### src/drs_pkg.sv
package drs_pkg;

  // ****************************************************************
  // Timing
  // ****************************************************************
  localparam int unsigned CLK_HZ = 200_000_000;
  localparam int unsigned FRAME_TIMEOUT_S = 3;
  localparam longint unsigned TIMEOUT_CYC_L = longint'(FRAME_TIMEOUT_S) * longint'(CLK_HZ);
  localparam int unsigned TIMEOUT_CYC = int'(TIMEOUT_CYC_L);
  localparam int unsigned FLASH_MS = 50;
  localparam int unsigned FLASH_CYC = FLASH_MS * (CLK_HZ / 1000);
  localparam int unsigned TMR_W = 32;
  localparam int unsigned FLASH_W = 24;

  // ****************************************************************
  // Widths and reset values
  // ****************************************************************
  localparam int unsigned COUNT_W = 5;
  localparam int unsigned WORD_W = 16;
  localparam int unsigned IMAGE_WORDS = 5;
  localparam logic [15:0] IMAGE_RESET = 16'h0000;

  // ****************************************************************
  // LED colour codes
  // ****************************************************************
  localparam logic [1:0] LED_OFF = 2'h0;
  localparam logic [1:0] LED_GREEN = 2'h1;
  localparam logic [1:0] LED_ORANGE = 2'h2;
  localparam logic [1:0] LED_RED = 2'h3;

  typedef enum logic [1:0] {
    DRS_INIT = 2'b00,
    DRS_RUN = 2'b01,
    DRS_ERROR = 2'b10,
    DRS_LOCKED = 2'b11
  } drs_state_t;

endpackage : drs_pkg

### src/drs_flash_if.sv
`timescale 1ns/1ps
interface drs_flash_if;
  logic trigger;
  logic active;
  modport owner (output trigger, input active);
  modport flasher (input trigger, output active);
endinterface : drs_flash_if

### src/drs_flasher.sv
`timescale 1ns/1ps
module drs_flasher (
  // Clock and reset
  input wire logic clk,
  input wire logic reset,
  // Trigger and flash output
  drs_flash_if.flasher fl
);

  logic [drs_pkg::FLASH_W-1:0] count;

  // A new trigger restarts the flash so that bursts stay visible.
  always_ff @(posedge clk) begin
    if (reset) begin
      count <= '0;
    end else if (fl.trigger) begin
      count <= drs_pkg::FLASH_W'(drs_pkg::FLASH_CYC);
    end else if (count != '0) begin
      count <= count - 1'b1;
    end
  end

  assign fl.active = (count != '0);

endmodule : drs_flasher

### src/drs_supervisor.sv
`timescale 1ns/1ps
// What this block does
// - Enter run only after diagnostic and Modbus initialization both finish.
// - Every good diagnostic frame received after initialization refreshes the Modbus-readable register image.
// - In run, three seconds without a diagnostic frame means error.
// - An incorrect diagnostic frame sends the device to error.
// - Error holds until fault removed and a new start is given.
// - In run, flash the diagnostic LED on each diagnostic frame received; in error and locked it stays red.
// - Flash the Modbus LED on each Modbus frame received.
// - Modbus faults clear themselves when the fault goes away, no restart.
// - Modbus faults never affect the chain-fault contact.
// - During initialization both LEDs orange and chain-fault contact open.
// - Switch count latched at start; a change locks error until power cycle.
module drs_supervisor (
  // Clock and reset
  input wire logic clk,
  input wire logic reset,
  // Initialization status
  input wire logic diag_init_done,
  input wire logic modbus_init_done,
  // Switch count setting
  input wire logic [drs_pkg::COUNT_W-1:0] switch_count,
  // Diagnostic frame receiver
  input wire logic diag_frame_valid,
  input wire logic diag_frame_bad,
  input wire logic [drs_pkg::WORD_W*drs_pkg::IMAGE_WORDS-1:0] diag_frame_data,
  // Modbus receiver
  input wire logic modbus_frame_valid,
  input wire logic modbus_fault,
  // Operator
  input wire logic fault_cleared,
  input wire logic start_cmd,
  // Register image
  output logic [drs_pkg::WORD_W*drs_pkg::IMAGE_WORDS-1:0] reg_image,
  output logic image_update,
  // Indicators and contact
  output logic [1:0] diag_led,
  output logic [1:0] modbus_led,
  output logic chain_contact_closed,
  output logic [1:0] run_state
);

  // ****************************************************************
  // State
  // ****************************************************************
  drs_pkg::drs_state_t state;
  drs_pkg::drs_state_t next_state;
  logic [drs_pkg::TMR_W-1:0] timer;
  logic [drs_pkg::COUNT_W-1:0] latched_count;
  logic count_taken;

  // ****************************************************************
  // Flash units
  // ****************************************************************
  // One flasher per LED keeps the two indications independent of each other.
  drs_flash_if diag_fl ();
  drs_flash_if mb_fl ();

  drs_flasher u_diag_flash (
    .clk(clk),
    .reset(reset),
    .fl(diag_fl.flasher)
  );

  drs_flasher u_mb_flash (
    .clk(clk),
    .reset(reset),
    .fl(mb_fl.flasher)
  );

  // ****************************************************************
  // Helpers
  // ****************************************************************
  // Frames only count once the block has left initialization.
  function automatic logic frames_open(input drs_pkg::drs_state_t s);
    return s != drs_pkg::DRS_INIT;
  endfunction : frames_open

  // A flashing LED goes dark for the flash time and then shows green again.
  function automatic logic [1:0] flash_colour(input logic flashing);
    return flashing ? drs_pkg::LED_OFF : drs_pkg::LED_GREEN;
  endfunction : flash_colour

  // ****************************************************************
  // Decoding
  // ****************************************************************
  wire good_frame = diag_frame_valid && !diag_frame_bad;
  wire bad_frame = diag_frame_valid && diag_frame_bad;
  wire in_run = (state == drs_pkg::DRS_RUN);
  // At 200 MHz the three second limit lies far beyond any practical simulation run.
  wire timed_out = in_run && (timer >= drs_pkg::TMR_W'(drs_pkg::TIMEOUT_CYC - 1));
  wire count_changed = count_taken && (switch_count != latched_count);
  wire init_done = diag_init_done && modbus_init_done;
  // Clearing the cause alone is not enough: both must stand at one edge.
  wire restart_ok = fault_cleared && start_cmd;
  wire accept_frame = good_frame && frames_open(state);

  assign diag_fl.trigger = diag_frame_valid && frames_open(state);
  assign mb_fl.trigger = modbus_frame_valid && frames_open(state);
  // The trigger is counted as well, so the flash shows with the image update.
  wire diag_flash_on = diag_fl.trigger || diag_fl.active;
  wire mb_flash_on = mb_fl.trigger || mb_fl.active;

  // ****************************************************************
  // Next state
  // ****************************************************************
  // Modbus fault is deliberately absent here: the contact only follows the chain.
  always_comb begin
    next_state = state;
    case (state)
      drs_pkg::DRS_INIT: begin
        if (init_done) begin
          next_state = drs_pkg::DRS_RUN;
        end
      end
      drs_pkg::DRS_RUN: begin
        if (bad_frame || timed_out) begin
          next_state = drs_pkg::DRS_ERROR;
        end
      end
      drs_pkg::DRS_ERROR: begin
        if (restart_ok) begin
          next_state = drs_pkg::DRS_RUN;
        end
      end
      drs_pkg::DRS_LOCKED: begin
        next_state = drs_pkg::DRS_LOCKED;
      end
      default: begin
        next_state = drs_pkg::DRS_INIT;
      end
    endcase
    if (count_changed) begin
      next_state = drs_pkg::DRS_LOCKED;
    end
  end

  // ****************************************************************
  // Registers
  // ****************************************************************
  always_ff @(posedge clk) begin
    if (reset) begin
      state <= drs_pkg::DRS_INIT;
    end else begin
      state <= next_state;
    end
  end

  // ****************************************************************
  // Switch count and frame timeout
  // ****************************************************************
  // A locked block leaves only through reset, which stands in for a power cycle.
  // The count is caught by a clocked process after reset, never by the reset itself.
  always_ff @(posedge clk) begin
    if (reset) begin
      count_taken <= 1'b0;
      latched_count <= '0;
    end else if (!count_taken) begin
      count_taken <= 1'b1;
      latched_count <= switch_count;
    end
  end

  // Timer restarts on any good frame and on entering run.
  // It stops at the limit, so a long quiet spell can never wrap back into run.
  always_ff @(posedge clk) begin
    if (reset) begin
      timer <= '0;
    end else if (!in_run || good_frame) begin
      timer <= '0;
    end else if (!timed_out) begin
      timer <= timer + 1'b1;
    end
  end

  always_ff @(posedge clk) begin
    if (reset) begin
      reg_image <= {drs_pkg::IMAGE_WORDS{drs_pkg::IMAGE_RESET}};
      image_update <= 1'b0;
    end else begin
      // Frames taken in error still refresh the image, so software sees the fault.
      image_update <= accept_frame;
      if (accept_frame) begin
        reg_image <= diag_frame_data;
      end
    end
  end

  // ****************************************************************
  // Indicators and contact
  // ****************************************************************
  wire [1:0] next_diag_led = (state == drs_pkg::DRS_INIT) ? drs_pkg::LED_ORANGE :
    (state != drs_pkg::DRS_RUN) ? drs_pkg::LED_RED :
    flash_colour(diag_flash_on);
  // Modbus faults only colour the Modbus LED and recover with the line.
  wire [1:0] next_modbus_led = (state == drs_pkg::DRS_INIT) ? drs_pkg::LED_ORANGE :
    modbus_fault ? drs_pkg::LED_RED :
    flash_colour(mb_flash_on);
  // The contact follows next_state, so it opens in the cycle that run_state leaves run.
  wire next_contact = (next_state == drs_pkg::DRS_RUN);

  always_ff @(posedge clk) begin
    if (reset) begin
      diag_led <= drs_pkg::LED_ORANGE;
      modbus_led <= drs_pkg::LED_ORANGE;
    end else begin
      diag_led <= next_diag_led;
      modbus_led <= next_modbus_led;
    end
  end

  always_ff @(posedge clk) begin
    if (reset) begin
      chain_contact_closed <= 1'b0;
      run_state <= drs_pkg::DRS_INIT;
    end else begin
      chain_contact_closed <= next_contact;
      run_state <= next_state;
    end
  end

endmodule : drs_supervisor
### config.mk
export PLATFORM = sky130hd
export DESIGN_NAME = drs_supervisor
export DESIGN_NICKNAME = d
export VERILOG_FILES = /design/src/drs_pkg.sv /design/src/drs_flash_if.sv /design/src/drs_flasher.sv /design/src/drs_supervisor.sv
export SDC_FILE = /design/constraint.sdc
export NUM_CORES = 1
export LEC_CHECK = 0
export ABC_AREA = 1
export BUFFER_PORTS_ARGS = -buffer_cell sky130_fd_sc_hd__buf_2
export CORE_MARGIN = 2
export CORE_UTILIZATION = 58
export DETAILED_ROUTE_END_ITERATION = 10
export GPL_TIMING_DRIVEN = 0
export PLACE_DENSITY = 0.85
export RECOVER_POWER = 50
export SYNTH_ARGS = -nofsm -noshare
export SYNTH_HDL_FRONTEND = slang
export SYNTH_SLANG_ARGS = --single-unit
### constraint.sdc
create_clock -name clk -period 3.61 [get_ports clk]
set_input_delay 0.361 -clock clk [delete_from_list [all_inputs] [get_ports clk]]
set_output_delay 0.361 -clock clk [all_outputs]
set_load 0.02 [all_outputs]
After elaboration in Yosys (flattened, before gate mapping)

Cells that the tools add are included.

ROM bits: 0
Output and inout port bits: 88
Memories kept: 0
Register bits after elaboration: 174
RAM bits: 0
Logic and storage cells: 66
Latch bits: 0

Shift operators: 0
Equal/unequal tests: 6
Add/subtract/negate cells: 3
Div/mod/pow operators: 0
Reduce and logical (&&, ||, !) cells: 27
$lt $le $gt $ge: 1
Bitwise logic cells: 0
Multiplexer cells: 14
Multipliers: 0

Operator list:

| operator              | count |
|---|---|
| $mux 24               | 4 |
| $reduce_bool 24->1    | 2 |
| $sub 24x1->24 const B | 2 |
| $add 32x1->32 const B | 1 |
| $ge 32x30->1 const B  | 1 |
| $logic_and 1x1->1     | 9 |
| $mux 2                | 4 |
| $pmux 2 s4            | 1 |
| $reduce_or 2->1       | 4 |
| $reduce_bool 2->1     | 3 |
| $reduce_or 3->1       | 2 |
| $mux 1                | 5 |
| $ne 5x5->1            | 1 |
| $eq 2x1->1 const B    | 2 |
| $eq 2x2->1 const B    | 2 |
| $logic_or 1x1->1      | 4 |
| $logic_not 1->1       | 2 |
| $logic_not 2->1       | 1 |
| $ne 2x1->1 const B    | 1 |

Depth between registers and ports, before layout

Word-level depth: 7
Gate-level depth with buffers: 15
Mapped depth without buffers: 14

Hierarchy

A second synthesis with hierarchy kept.

Cell total of the unflattened synthesis: 1201
Area, all modules: 8420.6 µm²

Modules (own cells, without submodules):

| module         | area an instance (µm²) | times used | cells each |
|---|---|---|---|
| drs_supervisor | 5392.7                 | 1          | 771 |
| drs_flasher    | 1514.0                 | 2          | 215 |

Worst setup path before layout

Ideal clock, no wire load.

Path type: register to register
Start point: reg u_mb_flash.count[0] in the netlist's numbering
End point: reg u_mb_flash.count[11] in the netlist's numbering
Arrival time: 1.499 ns
Path slack: 1.983 ns
Buffers on the path: 1
Period minus slack after synthesis: 1.627 ns
Stages on the path, launching flop included: 11
Required time: 3.482 ns
Path through: dfxtp_1 inv_1 ha_1 nand2_1 nor2_1 nand2_1 nor2_4 inv_2 clkbuf_1 nand2_1 nor2_1

Word-level cells in the longest chain between the ends: 1

Ends and longest elaborated chain:

| what                                                | RTL line                             | text |
|---|---|---|
| from (decl)                                         | drs_flasher.sv:10                    | `logic [drs_pkg::FLASH_W-1:0] count;` |
| from (signal assigned)                              | drs_flasher.sv:17                    | `count <= drs_pkg::FLASH_W'(drs_pkg::FLASH_CYC);` |
| from (signal assigned)                              | drs_flasher.sv:19                    | `count <= count - 1'b1;` |
| $sub 24x1->24 or $reduce_bool 24->1 (tied branches) | drs_flasher.sv:19, drs_flasher.sv:18 |  |

Several ways; a longest one is shown, not always the timed one.
A chain may end at the register's enable or synchronous reset.

Worst setup path in the final report

Start point: reg u_mb_flash.count[0] in the netlist's numbering
End point: reg u_mb_flash.count[17] in the netlist's numbering

The elaborated chain is that of the path after synthesis.

==> results by group <==
Floorplan
  • Placeable core area: 13,300 um^2
  • Die X: 121.1 um
  • Starting Density: 59.82%
  • Die Area: 14,660 um^2
  • Row Count: 42
  • Die Span Y: 121.1 um
  • Top Ports: 183

Route
  • Post-DRT Antenna Nets: 0
  • DRC: 0
  • Drt wl/cell: 14.28 um
  • Vias: 8,192
  • Drt via density: 5.354
  • 1st-iter DRT viols: 551
  • DR pass1 iterations: 5
  • Routed WL: 21.85 mm

Clock tree
  • Post-CTS Hold Fix Bufs: 0
  • CTS sink cnt: 174
  • Number of setup buffers added after CTS: 0
  • CTS max path bufs: 2
  • Htree depth: 4
  • Worst-path clk slew: 0.07 ns
  • TritonCTS clock tree: built
  • Num CTS Buffers: 17
  • PostCTS Resize Cnt: 0
  • Clock root cell: clkbuf_16
  • Clock Latency Late Sink: 0.44 ns

STA
  • Final setup viols: 0
  • Fin Setup TNS: 0 ns
  • Clock skew: 0.01335 ns
  • Worst-Margin Slew: 0.8409 ns
  • Slew HR: 43.73%
  • Post-route minimum period: 2.481 ns
  • Fmax: 403.0 MHz
  • Unrepaired setup endpoints after global routing: no
  • Final Cycle Share: 68.73%
  • Fin. max-slew vios: 0
  • Final hold vios: 0

Placement
  • Placer Congestion: 0.9396
  • PortBufs: 181
  • DP Wirelength: 16.31 mm
  • Placed Area: 9079 um^2

Global routing
  • GR Overflow Total: 0
  • Pin count of the biggest net entering global routing: 18
  • Vias in the first global route: 7,811
  • First-pass GRT wire length: 35.60 mm
  • GRT Util Overall: 30.24%
  • Initial antenna violation count: 2

Critical path
  • Startpoint Class: flop
  • Crit path max-delay family: simple AND/OR/NAND/NOR gates
  • CP cell instances: inv_1, ha_1, nand2_1, nor2_1, nand2_1, nor2_1, inv_2, clkbuf_1, nand2_1, nor2_1
  • R2R depth: 10
  • Crit. End Element: flop
  • Worst R2R Start: u_mb_flash.count[0]$_SDFFE_PP0P_
  • Worst reg2reg setup slack: 1.13 ns
  • CP Buf/Inv Count: 3
  • Reg2Reg Capture Point: u_mb_flash.count[17]$_SDFFE_PP0P_
  • WP data required: 3.92 ns
  • Crit path largest cell delay: 0.57 ns
  • Kind of critical path: flop to flop
  • Worst Path Arrival: 2.79 ns
  • Crit-path max FO: 10
  • Slowest-stage cell, CP: nor2_1

Layout
  • Area delta synth->final: 20.17%
  • Post-layout net count: 1,438
  • Commonest cells after routing, fill and taps aside: 314 x nor2_1, 174 x dfxtp_1, 164 x nand2_1
  • Share of layout cells above drive strength 1: 12.12%
  • Post-Route Utilization: 71.88%
  • Final instance area: 9557 um^2
  • Most common library cell in the layout ignoring fill and taps: nor2_1

Logic synthesis
  • Top cells by area, synth: dfxtp_1 44%, nor2_1 15%, nand2_1 7.7%
  • Register bit count reported by yosys: 174
  • Syn_area_per_cell: 6.976 um^2
  • Cell count after synthesis: 1,140
  • Yosys top cell by area: dfxtp_1
  • Distinct cells, synth: 36
  • Synth warn: 0
  • Syn nets: 1,238
  • Ys flop type: dfxtp_1
  • Post-synth top area share: 43.80%
  • Share of flip-flops with an asynchronous set or reset: 0%
  • Post-synth EDFFs: 0
  • Synth Cell Area: 7953 um^2
  • Seq/Total Area, Yosys: 43.80%

Power and ir drop
  • Power per cell area: 573.2 nW/um^2
  • Worst vdd ir: 0.4560 mV
  • Leakage power: 4.122 nW

Worst hold path
  • Hold Path Class: input pin to flop
  • Hold depth: 3
  • Worst Hold Endpoint: modbus_led[1]$_SDFF_PP1_
  • Hold path start: modbus_fault

Status
  • Status: completed

Flow run
  • Total of max-cap violations: 0
## how the worst max path moves through the flow
stage | from | endpoint | slack (ns) | cells after the start
3_5_place_dp | diag_frame_valid | reg_image[77]$_SDFFE_PP0P_ | 1.50 | 9
2_1_floorplan | u_mb_flash.count[0]$_SDFFE_PP0P_ | u_mb_flash.count[11]$_SDFFE_PP0P_ | 1.98 | 10
6_report | u_mb_flash.count[0]$_SDFFE_PP0P_ | u_mb_flash.count[17]$_SDFFE_PP0P_ | 1.13 | 10
5_1_grt | u_mb_flash.count[0]$_SDFFE_PP0P_ | u_mb_flash.count[17]$_SDFFE_PP0P_ | 0.85 | 10
4_1_cts | u_mb_flash.count[0]$_SDFFE_PP0P_ | u_mb_flash.count[5]$_SDFFE_PP0P_ | 1.53 | 10
3_3_place_gp | diag_frame_valid | reg_image[77]$_SDFFE_PP0P_ | 1.52 | 9
## report_power, final
part,internal [W],switching [W]
Clock,0.00107,0.000839
Sequential,0.00210,0.000147
Combinational,0.000464,0.000857
Total,0.00363,0.00184
## stage by stage
step	hold WS (ns)	cells	power (W)	setup WS, ns
global placement	0.4515	1497	0.003569	1.523
detailed placement	0.4576	1497	0.003601	1.500
CTS	0.1243	1529	0.005497	1.532
global route	0.1432	1529	0.005763	0.8506
finish	0.1354	1530	0.005478	1.129
floorplan	0.4354	1140	0.003248	1.983
## cell type report
type | count | area (um^2)
tap | 176 | 220.2
antenna | 1 | 2.502
multi-input combinational | 844 | 3963
buffer | 43 | 181.4
timing repair buffer | 181 | 795.8
sequential | 174 | 3483
clock buffer | 18 | 439.2
inverter | 79 | 296.5
clock inverter | 14 | 175.2
fill | 1158 | 3739
## registers in the layout, summed over array words and instances (netlist names)
| signal | flops |
|---|---|
| reg_image | 80 |
| image_update | 1 |
| modbus_led | 2 |
| u_diag_flash.count | 24 |
| timer | 32 |
| u_mb_flash.count | 24 |
| run_state | 2 |
| latched_count | 5 |
| count_taken | 1 |
| chain_contact_closed | 1 |
| diag_led | 2 |
## worst register-to-register path: stages, from the launching register on
cell and delay, ns:
dfxtp_1 0.32, inv_1 0.12, ha_1 0.30, nand2_1 0.19, nor2_1 0.14, nand2_1 0.06, nor2_1 0.57, inv_2 0.21
clkbuf_1 0.28, nand2_1 0.13, nor2_1 0.05
## per-layer routing
layer	GRT usage [%]	share of wire, %	vias up
li1	-	-	4086
met1	36.48	41	3740
met2	50.95	48	300
met3	6.814	6.5	64
met4	14.39	3.8	2
met5	0	0.078	-
## cell families (layout without fill, tap and decap cells)
| group | Yosys count | in the layout | share of synthesized area (%) |
|---|---|---|---|
| xor+xnor | 43 | 43 | 4.736 |
| fa+ha+maj | 3 | 3 | 0.4720 |
| other cells | 0 | 1 | 0 |
| flops | 174 | 174 | 43.80 |
| buf+inv | 122 | 335 | 6.026 |
| compound gates | 173 | 173 | 11.22 |
| simple gates | 625 | 625 | 33.75 |
## cells in the mapped netlist (17+ instances only)
| cell type | instances |
|---|---|
| xnor2_1 | 17 |
| nand4_1 | 23 |
| clkbuf_1 | 33 |
| nand2_1 | 164 |
| inv_1 | 71 |
| nor2_1 | 311 |
| nor3_1 | 28 |
| dfxtp_1 | 174 |
| nand3_1 | 58 |
| o21ai_0 | 100 |
| a21oi_1 | 59 |
| xor2_1 | 26 |
Power figures use the tool's default switching activity.
